File: src/gw_params.svh
// timing counts, register offsets, field positions and reset values
`ifndef GW_PARAMS_SVH
`define GW_PARAMS_SVH

`define GW_CLK_HZ        40000000
`define GW_BAUD          9600
`define GW_GAP_MS        20
`define GW_GAP_CYC       ((`GW_CLK_HZ / 1000) * `GW_GAP_MS)
`define GW_BAUD_DIV      (`GW_CLK_HZ / `GW_BAUD)
`define GW_DATA_BYTES    8
`define GW_START_WAIT    2'h3

`define GW_OFF_OUT_CTRL  8'h00
`define GW_OFF_OUT_LO    8'h04
`define GW_OFF_OUT_HI    8'h08
`define GW_OFF_IN_CTRL   8'h0C
`define GW_OFF_IN_LO     8'h10
`define GW_OFF_IN_HI     8'h14
`define GW_OFF_STATUS    8'h18

`define GW_BIT_CMD       0
`define GW_BIT_BCAST     1
`define GW_BIT_TOGGLE    7
`define GW_BIT_GATE      1
`define GW_BIT_BUSY      4
`define GW_BIT_LOSS      5

`define GW_RST_CTRL      16'h0000
`define GW_RST_BYTE      8'h00

`define GW_DEV_HANDHELD  4'h1
`define GW_DEV_NETWORK   4'h2

`define GW_STX           8'h02
`define GW_CR            8'h0D
`define GW_LF            8'h0A
`define GW_NUL           8'h00
`define GW_SPACE         8'h20
`define GW_CH_ZERO       8'h30
`define GW_CH_BCAST      8'h42
`define GW_CH_GATE_ON    8'h2B
`define GW_CH_GATE_OFF   8'h2D
`define GW_CH_VERSION    8'h76
`define GW_CH_DEV2       8'h72
`define GW_CH_DEV3       8'h48

`endif

File: src/gw_pkg.sv
// types shared by the gateway modules
package gw_pkg;
  typedef logic [7:0] byte_type;
  typedef enum {TX_IDLE, TX_STX, TX_BCAST, TX_BODY, TX_CMD, TX_CR, TX_LF}
    tx_state_type;
endpackage

File: src/gw_uart_tx.sv
// 8n1 serial transmitter, one start and one stop bit
`timescale 1ns/10ps
module gw_uart_tx
  import gw_pkg::*;
#(
  parameter int DIV = 4166
)
(
  // clock and reset
  input  wire logic     pclk,
  input  wire logic     presetn,
  // byte handshake
  input  wire byte_type data,
  input  wire logic     valid,
  output logic          ready,
  // line
  output logic          txd
);
  localparam int W = $clog2(DIV);

  logic         busy, next_busy;
  logic [W-1:0] cnt, next_cnt;
  logic [3:0]   bitn, next_bitn;
  logic [9:0]   sh, next_sh;
  logic         next_txd;

  assign ready = !busy;

  always_comb
  begin
    next_busy = busy;
    next_cnt  = cnt;
    next_bitn = bitn;
    next_sh   = sh;
    next_txd  = txd;
    if (!busy && valid)
    begin
      next_busy = 1'b1;
      next_sh   = {1'b1, data, 1'b0};
      next_cnt  = '0;
      next_bitn = 4'h0;
      next_txd  = 1'b0;
    end
    else if (busy)
    begin
      if (cnt == W'(DIV - 1))
      begin
        next_cnt = '0;
        if (bitn == 4'h9)
        begin
          next_busy = 1'b0;
          next_txd  = 1'b1;
        end
        else
        begin
          next_bitn = bitn + 4'h1;
          next_sh   = {1'b1, sh[9:1]};
          next_txd  = sh[1];
        end
      end
      else
        next_cnt = cnt + W'(1);
    end
  end

  always_ff @(posedge pclk or negedge presetn)
  begin
    if (!presetn)
    begin
      busy <= 1'b0;
      cnt  <= '0;
      bitn <= 4'h0;
      sh   <= 10'h3ff;
      txd  <= 1'b1;
    end
    else
    begin
      busy <= next_busy;
      cnt  <= next_cnt;
      bitn <= next_bitn;
      sh   <= next_sh;
      txd  <= next_txd;
    end
  end
endmodule

File: src/gw_uart_rx.sv
// 8n1 serial receiver with input synchroniser, mid-bit sampling
`timescale 1ns/10ps
`include "gw_params.svh"
module gw_uart_rx
  import gw_pkg::*;
#(
  parameter int DIV = 4166
)
(
  // clock and reset
  input  wire logic pclk,
  input  wire logic presetn,
  // line
  input  wire logic rxd,
  // received byte, valid for one cycle
  output byte_type  data,
  output logic      valid
);
  localparam int W = $clog2(DIV);

  logic         s1, s2;
  logic         busy, next_busy;
  logic [W-1:0] cnt, next_cnt;
  logic [3:0]   bitn, next_bitn;
  byte_type     next_data;
  logic         next_valid;

  always_comb
  begin
    next_busy  = busy;
    next_cnt   = cnt;
    next_bitn  = bitn;
    next_data  = data;
    next_valid = 1'b0;
    if (!busy)
    begin
      if (!s2)
      begin
        next_busy = 1'b1;
        next_cnt  = W'(DIV / 2);
        next_bitn = 4'h0;
      end
    end
    else if (cnt == '0)
    begin
      next_cnt = W'(DIV - 1);
      next_bitn = bitn + 4'h1;
      // a start bit that has gone high again was a glitch
      if (bitn == 4'h0 && s2)
        next_busy = 1'b0;
      else if (bitn == 4'h9)
      begin
        next_busy  = 1'b0;
        next_valid = s2;
      end
      else if (bitn != 4'h0)
        next_data = {s2, data[7:1]};
    end
    else
      next_cnt = cnt - W'(1);
  end

  always_ff @(posedge pclk or negedge presetn)
  begin
    if (!presetn)
    begin
      s1    <= 1'b1;
      s2    <= 1'b1;
      busy  <= 1'b0;
      cnt   <= '0;
      bitn  <= 4'h0;
      data  <= `GW_RST_BYTE;
      valid <= 1'b0;
    end
    else
    begin
      s1    <= rxd;
      s2    <= s1;
      busy  <= next_busy;
      cnt   <= next_cnt;
      bitn  <= next_bitn;
      data  <= next_data;
      valid <= next_valid;
    end
  end
endmodule

File: src/fieldbus_serial_gateway.sv
// gateway between a controller process image on apb and a serial reader
`include "gw_params.svh"
`timescale 1ns/10ps
module fieldbus_serial_gateway
  import gw_pkg::*;
#(
  parameter int BAUD_DIV   = `GW_BAUD_DIV,
  parameter int GAP_CYCLES = `GW_GAP_CYC
)
(
  // apb clock and reset
  input  wire logic        pclk,
  input  wire logic        presetn,
  // apb slave
  input  wire logic        psel,
  input  wire logic        penable,
  input  wire logic        pwrite,
  input  wire logic [7:0]  paddr,
  input  wire logic [31:0] pwdata,
  output logic      [31:0] prdata,
  output logic             pready,
  output logic             pslverr,
  // reader serial line and device selection switch
  output logic             serial_txd,
  input  wire logic        serial_rxd,
  input  wire logic [3:0]  device_select
);
  localparam int NB = `GW_DATA_BYTES;
  localparam int GW = $clog2(GAP_CYCLES + 1);

  // apb and process image state
  logic [15:0]  out_ctrl, next_out_ctrl;
  byte_type     out_data [NB];
  byte_type     next_out_data [NB];
  logic         last_toggle, next_last_toggle;
  logic         loss, next_loss;
  logic [31:0]  next_prdata;
  logic         next_pslverr;
  logic [3:0]   dev_sync1, dev_sync2, dev_type, next_dev_type;
  logic [1:0]   start_cnt, next_start_cnt;
  logic         wr, set_send;
  logic [8:0]   set_cmd;
  // transmit state
  tx_state_type tx_state, next_tx_state;
  byte_type     snap [NB];
  byte_type     next_snap [NB];
  logic [3:0]   idx, next_idx;
  logic [3:0]   cmd_sel, next_cmd_sel;
  logic         is_cmd, next_is_cmd;
  logic         bcast, next_bcast;
  logic         pend_send, next_pend_send;
  logic [8:0]   cmd_pend, next_cmd_pend;
  byte_type     tx_byte;
  logic         tx_valid, tx_ready, tx_take;
  // receive state
  byte_type     rx_byte;
  logic         rx_valid;
  byte_type     rx_buf [NB];
  byte_type     next_rx_buf [NB];
  logic [3:0]   rx_cnt, next_rx_cnt;
  logic         rx_active, next_rx_active;
  logic         rx_stop, next_rx_stop;
  logic [GW-1:0] gap_cnt, next_gap_cnt;
  byte_type     in_data [NB];
  byte_type     next_in_data [NB];
  logic [7:0]   in_len, next_in_len;
  logic         in_toggle, next_in_toggle;
  logic         set_loss;

  function automatic byte_type cmd_char(input logic [3:0] i);
    case (i)
      4'h0:    cmd_char = `GW_CH_VERSION;
      4'h1:    cmd_char = `GW_CH_GATE_ON;
      4'h2:    cmd_char = `GW_CH_DEV2;
      4'h3:    cmd_char = `GW_CH_DEV3;
      4'h8:    cmd_char = `GW_CH_GATE_OFF;
      default: cmd_char = `GW_NUL;
    endcase
  endfunction

  function automatic logic [3:0] lowest(input logic [8:0] v);
    lowest = 4'h0;
    for (int i = 8; i >= 0; i--)
      if (v[i])
        lowest = 4'(i);
  endfunction

  function automatic logic [31:0] pack(input byte_type b0, input byte_type b1,
                                       input byte_type b2, input byte_type b3);
    pack = {b3, b2, b1, b0};
  endfunction

  // registers answer with no wait state
  assign pready = 1'b1;
  assign wr     = psel && penable && pwrite;

  always_comb
  begin
    next_out_ctrl    = out_ctrl;
    next_out_data    = out_data;
    next_last_toggle = last_toggle;
    next_loss        = loss;
    next_prdata      = prdata;
    next_pslverr     = pslverr;
    next_dev_type    = dev_type;
    next_start_cnt   = start_cnt;
    set_send         = 1'b0;
    set_cmd          = 9'h000;
    // wait for the synchroniser to settle before catching the switch
    if (start_cnt != `GW_START_WAIT)
    begin
      next_start_cnt = start_cnt + 2'h1;
      next_dev_type  = dev_sync2;
    end
    if (psel && !penable)
    begin
      next_pslverr = 1'b0;
      case (paddr)
        `GW_OFF_OUT_CTRL: next_prdata = {16'h0000, out_ctrl};
        `GW_OFF_OUT_LO:   next_prdata = pack(out_data[0], out_data[1],
                                             out_data[2], out_data[3]);
        `GW_OFF_OUT_HI:   next_prdata = pack(out_data[4], out_data[5],
                                             out_data[6], out_data[7]);
        `GW_OFF_IN_CTRL:  next_prdata = {16'h0000, in_len, in_toggle,
                                         7'h00};
        `GW_OFF_IN_LO:    next_prdata = pack(in_data[0], in_data[1],
                                             in_data[2], in_data[3]);
        `GW_OFF_IN_HI:    next_prdata = pack(in_data[4], in_data[5],
                                             in_data[6], in_data[7]);
        `GW_OFF_STATUS:   next_prdata = {26'h000_0000, loss,
                                         tx_state != TX_IDLE, dev_type};
        default:
        begin
          next_prdata  = 32'h0000_0000;
          next_pslverr = 1'b1;
        end
      endcase
    end
    if (wr)
    begin
      case (paddr)
        `GW_OFF_OUT_CTRL:
        begin
          next_out_ctrl    = pwdata[15:0];
          next_last_toggle = pwdata[`GW_BIT_TOGGLE];
          // the flag is tracked in command mode too, so leaving it later
          // does not fire a stale send
          if (!pwdata[`GW_BIT_CMD] &&
              pwdata[`GW_BIT_TOGGLE] != last_toggle)
            set_send = 1'b1;
        end
        `GW_OFF_OUT_LO:
        begin
          for (int i = 0; i < 4; i++)
            next_out_data[i] = pwdata[8*i +: 8];
          if (out_ctrl[`GW_BIT_CMD] && dev_type != `GW_DEV_HANDHELD)
            set_cmd = {out_data[0][`GW_BIT_GATE] &
                       !pwdata[`GW_BIT_GATE],
                       pwdata[7:0] & ~out_data[0]};
        end
        `GW_OFF_OUT_HI:
          for (int i = 0; i < 4; i++)
            next_out_data[i + 4] = pwdata[8*i +: 8];
        `GW_OFF_STATUS:
          if (pwdata[`GW_BIT_LOSS])
            next_loss = 1'b0;
        default: ;
      endcase
    end
    if (set_loss)
      next_loss = 1'b1;
  end

  always_ff @(posedge pclk or negedge presetn)
  begin
    if (!presetn)
    begin
      out_ctrl    <= `GW_RST_CTRL;
      out_data    <= '{default: `GW_RST_BYTE};
      last_toggle <= 1'b0;
      loss        <= 1'b0;
      prdata      <= 32'h0000_0000;
      pslverr     <= 1'b0;
      dev_sync1   <= 4'h0;
      dev_sync2   <= 4'h0;
      dev_type    <= 4'h0;
      start_cnt   <= 2'h0;
    end
    else
    begin
      out_ctrl    <= next_out_ctrl;
      out_data    <= next_out_data;
      last_toggle <= next_last_toggle;
      loss        <= next_loss;
      prdata      <= next_prdata;
      pslverr     <= next_pslverr;
      dev_sync1   <= device_select;
      dev_sync2   <= dev_sync1;
      dev_type    <= next_dev_type;
      start_cnt   <= next_start_cnt;
    end
  end

  // transmit sequencer: one framed telegram at a time
  always_comb
  begin
    case (tx_state)
      TX_STX:   tx_byte = `GW_STX;
      TX_BCAST: tx_byte = (idx == 4'h2) ? `GW_CH_BCAST : `GW_CH_ZERO;
      TX_BODY:  tx_byte = snap[idx[2:0]];
      TX_CMD:   tx_byte = cmd_char(cmd_sel);
      TX_CR:    tx_byte = `GW_CR;
      TX_LF:    tx_byte = `GW_LF;
      default:  tx_byte = `GW_NUL;
    endcase
  end

  assign tx_valid = tx_state != TX_IDLE;
  assign tx_take  = tx_valid && tx_ready;

  always_comb
  begin
    next_tx_state  = tx_state;
    next_snap      = snap;
    next_idx       = idx;
    next_cmd_sel   = cmd_sel;
    next_is_cmd    = is_cmd;
    next_bcast     = bcast;
    next_pend_send = pend_send;
    next_cmd_pend  = cmd_pend;
    case (tx_state)
      TX_IDLE:
        if (pend_send && !out_ctrl[`GW_BIT_CMD])
        begin
          next_pend_send = 1'b0;
          next_snap      = out_data;
          next_is_cmd    = 1'b0;
          next_bcast     = out_ctrl[`GW_BIT_BCAST] &&
                           dev_type == `GW_DEV_NETWORK;
          next_tx_state  = TX_STX;
        end
        else if (cmd_pend != 9'h000)
        begin
          next_cmd_sel  = lowest(cmd_pend);
          next_cmd_pend = cmd_pend & ~(9'h001 << lowest(cmd_pend));
          next_is_cmd   = 1'b1;
          next_tx_state = TX_STX;
        end
        else if (pend_send)
          next_pend_send = 1'b0;
      TX_STX:
        if (tx_take)
        begin
          next_idx = 4'h0;
          if (is_cmd)
            next_tx_state = TX_CMD;
          else if (bcast)
            next_tx_state = TX_BCAST;
          else
            next_tx_state = (snap[0] == `GW_NUL) ? TX_CR : TX_BODY;
        end
      TX_BCAST:
        if (tx_take)
        begin
          next_idx = idx + 4'h1;
          if (idx == 4'h2)
          begin
            next_idx      = 4'h0;
            next_tx_state = (snap[0] == `GW_NUL) ? TX_CR : TX_BODY;
          end
        end
      TX_BODY:
        if (tx_take)
        begin
          // zero bytes are unused padding of the output image
          if (idx == 4'(NB - 1) || snap[idx[2:0] + 3'h1] == `GW_NUL)
            next_tx_state = TX_CR;
          else
            next_idx = idx + 4'h1;
        end
      TX_CMD:
        if (tx_take)
          next_tx_state = TX_CR;
      TX_CR:
        if (tx_take)
          next_tx_state = TX_LF;
      TX_LF:
        if (tx_take)
          next_tx_state = TX_IDLE;
      default: next_tx_state = TX_IDLE;
    endcase
    // a request arriving while the old one is taken is kept
    if (set_send)
      next_pend_send = 1'b1;
    next_cmd_pend = next_cmd_pend | set_cmd;
  end

  always_ff @(posedge pclk or negedge presetn)
  begin
    if (!presetn)
    begin
      tx_state  <= TX_IDLE;
      snap      <= '{default: `GW_RST_BYTE};
      idx       <= 4'h0;
      cmd_sel   <= 4'h0;
      is_cmd    <= 1'b0;
      bcast     <= 1'b0;
      pend_send <= 1'b0;
      cmd_pend  <= 9'h000;
    end
    else
    begin
      tx_state  <= next_tx_state;
      snap      <= next_snap;
      idx       <= next_idx;
      cmd_sel   <= next_cmd_sel;
      is_cmd    <= next_is_cmd;
      bcast     <= next_bcast;
      pend_send <= next_pend_send;
      cmd_pend  <= next_cmd_pend;
    end
  end

  // receive path runs in every mode, command answers included
  always_comb
  begin
    logic publish;
    publish        = 1'b0;
    set_loss       = 1'b0;
    next_rx_buf    = rx_buf;
    next_rx_cnt    = rx_cnt;
    next_rx_active = rx_active;
    next_rx_stop   = rx_stop;
    next_gap_cnt   = gap_cnt;
    next_in_data   = in_data;
    next_in_len    = in_len;
    next_in_toggle = in_toggle;
    if (rx_valid)
    begin
      next_gap_cnt   = '0;
      next_rx_active = 1'b1;
      if (rx_byte == `GW_STX)
      begin
        next_rx_cnt  = 4'h0;
        next_rx_stop = 1'b0;
      end
      else if (rx_byte == `GW_CR || rx_byte == `GW_LF)
        publish = 1'b1;
      else if (rx_byte == `GW_NUL)
        next_rx_stop = 1'b1;
      else if (rx_byte < `GW_SPACE)
        next_rx_stop = rx_stop;
      else if (!rx_stop)
      begin
        if (rx_cnt < 4'(NB))
        begin
          next_rx_buf[rx_cnt[2:0]] = rx_byte;
          next_rx_cnt = rx_cnt + 4'h1;
        end
        else
          set_loss = 1'b1;
      end
    end
    else if (rx_active)
    begin
      if (gap_cnt == GW'(GAP_CYCLES))
        publish = 1'b1;
      else
        next_gap_cnt = gap_cnt + GW'(1);
    end
    if (publish)
    begin
      next_rx_active = 1'b0;
      next_rx_stop   = 1'b0;
      next_rx_cnt    = 4'h0;
      next_gap_cnt   = '0;
      if (rx_cnt != 4'h0)
      begin
        for (int i = 0; i < NB; i++)
          next_in_data[i] = (4'(i) < rx_cnt) ? rx_buf[i] : `GW_NUL;
        next_in_len    = {4'h0, rx_cnt};
        next_in_toggle = !in_toggle;
      end
    end
  end

  always_ff @(posedge pclk or negedge presetn)
  begin
    if (!presetn)
    begin
      rx_buf    <= '{default: `GW_RST_BYTE};
      rx_cnt    <= 4'h0;
      rx_active <= 1'b0;
      rx_stop   <= 1'b0;
      gap_cnt   <= '0;
      in_data   <= '{default: `GW_RST_BYTE};
      in_len    <= `GW_RST_BYTE;
      in_toggle <= 1'b0;
    end
    else
    begin
      rx_buf    <= next_rx_buf;
      rx_cnt    <= next_rx_cnt;
      rx_active <= next_rx_active;
      rx_stop   <= next_rx_stop;
      gap_cnt   <= next_gap_cnt;
      in_data   <= next_in_data;
      in_len    <= next_in_len;
      in_toggle <= next_in_toggle;
    end
  end

  gw_uart_tx #(.DIV(BAUD_DIV)) u_tx
  (
    .pclk    (pclk),
    .presetn (presetn),
    .data    (tx_byte),
    .valid   (tx_valid),
    .ready   (tx_ready),
    .txd     (serial_txd)
  );

  gw_uart_rx #(.DIV(BAUD_DIV)) u_rx
  (
    .pclk    (pclk),
    .presetn (presetn),
    .rxd     (serial_rxd),
    .data    (rx_byte),
    .valid   (rx_valid)
  );
endmodule

File: config.mk
export PLATFORM = sky130hd
export DESIGN_NAME = fieldbus_serial_gateway
export DESIGN_NICKNAME = d
export VERILOG_FILES = /design/src/gw_pkg.sv /design/src/gw_uart_tx.sv /design/src/gw_uart_rx.sv /design/src/fieldbus_serial_gateway.sv
export VERILOG_INCLUDE_DIRS = /design/src
export SDC_FILE = /design/constraint.sdc
export NUM_CORES = 1
export LEC_CHECK = 0
export ABC_AREA = 1
export BUFFER_PORTS_ARGS = -buffer_cell sky130_fd_sc_hd__buf_2
export CORE_MARGIN = 3
export CORE_UTILIZATION = 35
export CTS_BUF_LIST = sky130_fd_sc_hd__clkbuf_4 sky130_fd_sc_hd__clkbuf_8
export DETAILED_ROUTE_END_ITERATION = 8
export PLACE_DENSITY = 0.47
export SYNTH_ARGS = -nofsm -noshare
export SYNTH_HDL_FRONTEND = slang
export SYNTH_SLANG_ARGS = --single-unit
File: constraint.sdc
create_clock -name pclk -period 2.1 [get_ports pclk]
set_clock_uncertainty 0.15 [all_clocks]
set_input_delay 0.21 -clock pclk [delete_from_list [all_inputs] [get_ports pclk]]
set_output_delay 0.21 -clock pclk [all_outputs]
set_load 0.05 [all_outputs]
==> impl_results.md, run 1 <==
- Fin cells: 3,395
- Post-Syn Instances: 2,325
- Top cell by count, worst path: nor2_4
- First-pass DRT Iterations: 5
- # nets final: 2,650
- Reg area: 10,770 sq um
- M3 GR Usage: 0.03314
- Async set-or-reset flop fraction in the synthesized netlist: 1.000
- CTS tree: yes
- Area growth syn-to-layout: 24.20%
- Top-count cell post-synth: nand2_1
- RSZ-0062 raised after global routing: true
- Syn_nets: 2,391
- Maxcap violations: 0
- First-pass GRT wire length: 94.56 mm
- Crit Path Class: register to register
- Syn_area_per_cell: 8.447 sq um
- Wire length per cell: 17.57 um
- Die area: 58,990 sq um
- Worst Hold Slack: 0.08007 ns
- Lkg Pwr: 11.48 nW
- Combinational power share: 0.030
- Sw frac: 0.2272
- Outcome: finished clean
- IO Pins: 85
- H-tree depth: 3
- Synth area leader: dfrtp_1
- Root Driver: clkbuf_8
- Final worst slack: 0.07784 ns
- Largest stage delay on the critical path: 0.40 ns
- Routability-driven placement congestion ratio: 0.8563
- Top_reg_cell synth: dfrtp_1
- CP endpoint kind: register
- Clk pin slew, worst setup/hold paths: 0.06 ns
- Setup violators final: 0
- F_max: 0.4945 GHz
- Placed Cells incl. Taps: 3,183
- Largest net degree at the start of global routing: 60
- Sequential power share: 0.476
- Core footprint: 55,310 sq um
- # DRC: 0
- GRT Overall Usage: 0.2025
- FILL cells: 5,614
- Buffers & Inverters on Critical Path: 3
- ANT nets after route: 0
- Final Hold Fails: 0
- Clock power share: 0.495
- Post-synth cell types: 48
- Endpoint required time on the critical path: 2.47 ns
- DP Worst Slack: -0.02921 ns
- Slew @ Worst Pin: 0.7991 ns
- Post-DP HPWL: 42.75 mm
- Via count: 16,720
- Slew headroom: 0.4637
- Pins over their slew limit: 0
- Post-synthesis register bit count: 430
- Slowest cell on the critical path: dfrtp_1
- Num rows: 86
- Worst-Skew Late Latency: 0.65 ns
- Sequential fraction of the synthesis area: 0.5486
- Crit path max-delay family: simple AND/OR/NAND/NOR gates
- Antenna violations before repair: 0
- EDFF count, synth: 0
- Yosys warns: 0
- Internal: 13.60 mW
- Die W: 242.9 um
- Register-to-Register Setup Slack: 0.08 ns
- Synth area leaders: dfrtp_1, nand2_1, o21ai_0
- Initial Util: 0.3551
- Arrival @ worst endpoint: 2.39 ns
- Synth top area share: 0.5339
- Met2 Use GR: 0.3412
- Final Critical Period: 2.022 ns
- Max Root-Sink Buffers: 3
- Port Buffers: 83
- DR iter-0 viols: 1,102
- DIE HEIGHT: 242.9 um
- TritonCTS Buffers: 82
- Total power: 17.60 mW
- Vias in the first global route: 16,540
- Antenna diode count: 0
- Final WL: 59.64 mm
- Clk sink count: 430
- P_sw: 3.998 mW
- Worst IR Drop VDD: 0.5036 mV
- Power per cell area: 721.4 nW/um^2
- GR Overflow Total: 0
- Drt via density: 4.925
- Worst-path cell chain: inv_2 -> ha_4 -> nand3_4 -> nor2_4 -> nand3_4 -> nor2_4 -> nand2_2 -> nor2_4 -> buf_6 -> clkinvlp_4 -> o21ai_1 -> a21oi_1
- Worst hold path class: input pin to register
- Met1 global-route usage: 0.2720
- Startpoint Class: register
- Syn Std Cell Area: 19,640 sq um
- Area occupied by multi-input gates: 7614 sq um
- Crit-path max FO: 5
- Crit share post-route: 0.9629
- Most frequent cells after synthesis: nand2_1, dfrtp_1, o21ai_0
- GR peak layer: met2
- Share of layout cells above drive strength 1: 0.1730
-- stage by stage --
step / util / setup TNS (ns) / cell area [sq um]
after floorplan: - / 0 / 19640
after global placement: 0.3942 / 0 / 21800
after detailed placement: 0.3942 / -0.09081 / 21800
after CTS: 0.4354 / 0 / 24080
after global routing: 0.4410 / -0.4296 / 24390
final: 0.4410 / 0 / 24390
-- per-layer routing --
layer	routed length, um	share of wire
met3	2357	0.040
met5	0	0
met4	1219	0.020
met1	26950	0.45
met2	29110	0.49
-- cell families (layout without fill, tap and decap cells) --
family          Yosys count  after routing  synth area share
compound gates          535            535            0.1483
xor+xnor                 25             25           0.01115
fa+ha+maj                16             16           0.01019
buf+inv                 354            675           0.07154
flops                   430            430            0.5486
mux                       3              3          0.001720
other cells               1              1         0.0001909
simple gates            961            962            0.2083
-- placed cells by master, fill, tap and decap left out, drive strengths merged, types with 4 or more instances in the layout --
cell / instances
o31ai: 11
a22o: 5
nand2: 625
o211ai: 21
nor2: 119
ha: 16
dlygate4sd3: 48
clkinvlp: 4
o221ai: 5
clkinv: 9
nor3: 41
nand3: 153
dfrtp: 419
dfstp: 11
o22ai: 45
inv: 258
nand4: 20
xor2: 19
xnor2: 6
a21oi: 67
o21ai: 362
buf: 219
clkbuf: 137
-- path summary, 6_finish.rpt --
path / start / end / cells past startpoint
max in group asynchronous: presetn / rx_buf[33] / 4
min reg2reg: dev_sync1[2] / dev_sync2[2] / 0
min: serial_rxd / u_rx.s1 / 2
max: u_rx.cnt[0] / u_rx.cnt[11] / 12
max reg2reg: u_rx.cnt[0] / u_rx.cnt[11] / 12
min in group asynchronous: presetn / dev_sync2[1] / 3
-- area by class of cell --
cell class                 count  share of cell area
sequential                   430              0.4417
inverter                     259             0.04037
tap                          748             0.03837
timing repair buffer         268             0.09490
multi-input combinational   1542              0.3121
timing repair inverter         1           0.0002052
clock inverter                11            0.003026
clock buffer                 136             0.06930
-- flip-flops by register name, summed over array words and instances, names as in the netlist, 8 cells and up --
| register | flops |
|---|---|
| out_ctrl | 16 |
| u_tx.cnt | 13 |
| u_rx.data | 8 |
| u_tx.sh | 8 |
| snap | 64 |
| in_data | 64 |
| prdata | 32 |
| rx_buf | 64 |
| out_data | 64 |
| cmd_pend | 9 |
| gap_cnt | 20 |
| u_rx.cnt | 13 |
-- power groups by stage --
stage | clock network (mW) | logic (mW) | registers [mW]
3_3_place_gp | 0 | 0.453 | 8.51
2_1_floorplan | 0 | 0.0800 | 8.51
4_1_cts | 9.01 | 0.540 | 8.37
6_report | 8.70 | 0.524 | 8.37
5_1_grt | 9.39 | 0.590 | 8.37
3_5_place_dp | 0 | 0.458 | 8.51
-- repair_timing --
action | CTS | global route
buffers inserted | 0 | 13
gates resized for setup | 1 | 45
pin swaps | 0 | 12
endpoints found under the setup margin | 8 | 98
hold endpoints to repair | 547 | 0
hold buffers | 49 | 0
cloned | 0 | 3
Power figures use the tool's default switching activity.
==> run 2: changes to the inputs <==
Settings changed: CTS_BUF_LIST sky130_fd_sc_hd__clkbuf_4 sky130_fd_sc_hd__clkbuf_8 to sky130_fd_sc_hd__clkbuf_8 sky130_fd_sc_hd__clkbuf_16.
==> run 2 against run 1 <==
Final cell count down 1.8%. Count of clock-buffer cells in the layout down 72. Critical path type unchanged. Critical path depth unchanged. Global-route usage down 0.29 points.
==> impl_results.md, run 2 (same netlist as run 1, synthesis figures left out) <==
- Outcome: finished clean
- Arrival @ worst endpoint: 2.31 ns
- GR Overflow Total: 0
- Wl on met1: 26.65 mm
- Initial Util: 0.3551
- Core Util, Final: 0.4417
- Worst IR Drop VDD: 0.5471 mV
- Drt via density: 4.927
- Final Critical Period: 1.984 ns
- Endpoint required time on the critical path: 2.43 ns
- DR WL met2: 28.97 mm
- Largest net degree at the start of global routing: 60
- Post-DP HPWL: 42.75 mm
- Root Driver: clkbuf_16
- Total power: 18.68 mW
- First-pass GRT wire length: 93.63 mm
- Num rows: 86
- Commonest cells after routing, fill and taps aside: nand2_1, dfrtp_1, o21ai_0, inv_1, nand3_1
- DIE HEIGHT: 242.9 um
- Core footprint: 55,310 sq um
- Crit share post-route: 0.9448
- First-pass DRT Iterations: 7
- Lkg Pwr: 11.43 nW
- H-tree depth: 2
- RSZ-0062 raised after global routing: true
- Die area: 58,990 sq um
- Port Buffers: 83
- Vias in the first global route: 16,270
- Clk pin slew, worst setup/hold paths: 0.06 ns
- Final TNS setup: 0 ns
- Maxcap violations: 0
- # nets final: 2,610
- Routability-driven placement congestion ratio: 0.8563
- CTS tree: yes
- IO Pins: 85
- Final Hold Fails: 0
- Die W: 242.9 um
- # DRC: 0
- Slew @ Worst Pin: 0.7576 ns
- Top Layer Used: met4
- GRT Overall Usage: 0.1995
- Worst hold path class: input pin to register
- TritonCTS Buffers: 51
- Final WL: 58.87 mm
- DP Worst Slack: -0.02921 ns
- Worst-Skew Late Latency: 0.60 ns
- Share of layout cells above drive strength 1: 0.1535
- Met3 WL: 2.098 mm
- Max Root-Sink Buffers: 3
- Crit-path max FO: 5
- Antenna violations before repair: 0
- Commonest non-fill, non-tap cell in the layout: nand2_1
- Antenna diode count: 0
- Slew headroom: 0.4916
- Power per cell area: 764.6 nW/um^2
- Wire length per cell: 17.66 um
- Final worst slack: 0.1160 ns
- Setup violators final: 0
- Crit Path Class: register to register
- ANT nets after route: 0
- Via count: 16,430
- Startpoint Class: register
- Clk sink count: 430
- Area growth syn-to-layout: 24.39%
- Pins over their slew limit: 0
- DR iter-0 viols: 1,075
- CP endpoint kind: register
- F_max: 0.5040 GHz
run 2: cell types whose count changed in the layout (fill, tap and decap cells not counted), moves of 6 or more:
| cell | previous run | this run |
|---|---|---|
| dlygate4sd3_1 | 48 | 42 |
| bufinv_16 | 0 | 10 |
| inv_1 | 231 | 239 |
| clkbuf_4 | 29 | 0 |
| clkbuf_16 | 1 | 53 |
| clkbuf_8 | 107 | 12 |
run 2: report_power, final:
group,total [mW],switching (mW),internal (mW)
sequential,8.36,0.0307,8.33
clock,9.81,3.64,6.16
combinational,0.510,0.332,0.178
total,18.7,4.00,14.7
run 2: final cells by class:
cell class	instances	area, sq um
multi-input combinational	1542	7620
sequential	430	10770
fill	5581	30880
timing repair inverter	1	5.005
tap	748	935.9
inverter	259	980.9
timing repair buffer	259	2217
clock buffer	64	1466
clock inverter	31	431.7
run 2: worst paths after layout:
path                              start            to  slack (ns)  cells after the start
max in group asynchronous       presetn    rx_buf[33]        0.65                      5
max                         u_rx.cnt[0]  u_rx.cnt[11]        0.12                     12
max reg2reg                 u_rx.cnt[0]  u_rx.cnt[11]        0.12                     12
min in group asynchronous       presetn   out_ctrl[6]        0.46                      3
min                                psel     prdata[0]        0.04                      6
min reg2reg                dev_sync1[2]  dev_sync2[2]        0.20                      0
run 2: layer usage:
metal / up-vias / GRT usage
met5: - / 0
met4: 0 / 0.05132
met3: 83 / 0.02375
met2: 333 / 0.3405
met1: 7917 / 0.2705
li1: 8094 / -
run 2: timing repair:
| item | 4_1_cts | 5_1_grt |
|---|---|---|
| endpoints found under the setup margin | 8 | 99 |
| pin swaps | 0 | 11 |
| gates resized for setup | 1 | 41 |
| hold endpoints to repair | 405 | 0 |
| cloned | 0 | 3 |
| buffers inserted | 0 | 10 |
| hold buffers | 43 | 0 |
run 2: worst max-delay path: stages (launching register included):
cell and delay (ns):
dfrtp_1 0.40, inv_2 0.08, ha_4 0.14, nand3_4 0.09, nor2_4 0.14, nand3_4 0.09, nor2_4 0.13, nand2_2 0.08
nor2_4 0.16, buf_4 0.15, inv_1 0.10, o21ai_0 0.09, a21oi_1 0.05
run 2: per-stage QoR:
stage / hold slack (ns) / cells / area [sq um]
2_1_floorplan: -0.2356 / 2325 / 19640
3_3_place_gp: 0.01189 / 3183 / 21800
3_5_place_dp: 0.01170 / 3183 / 21800
4_1_cts: 0.005232 / 3321 / 24150
5_1_grt: 0.05398 / 3334 / 24430
6_report: 0.04139 / 3334 / 24430
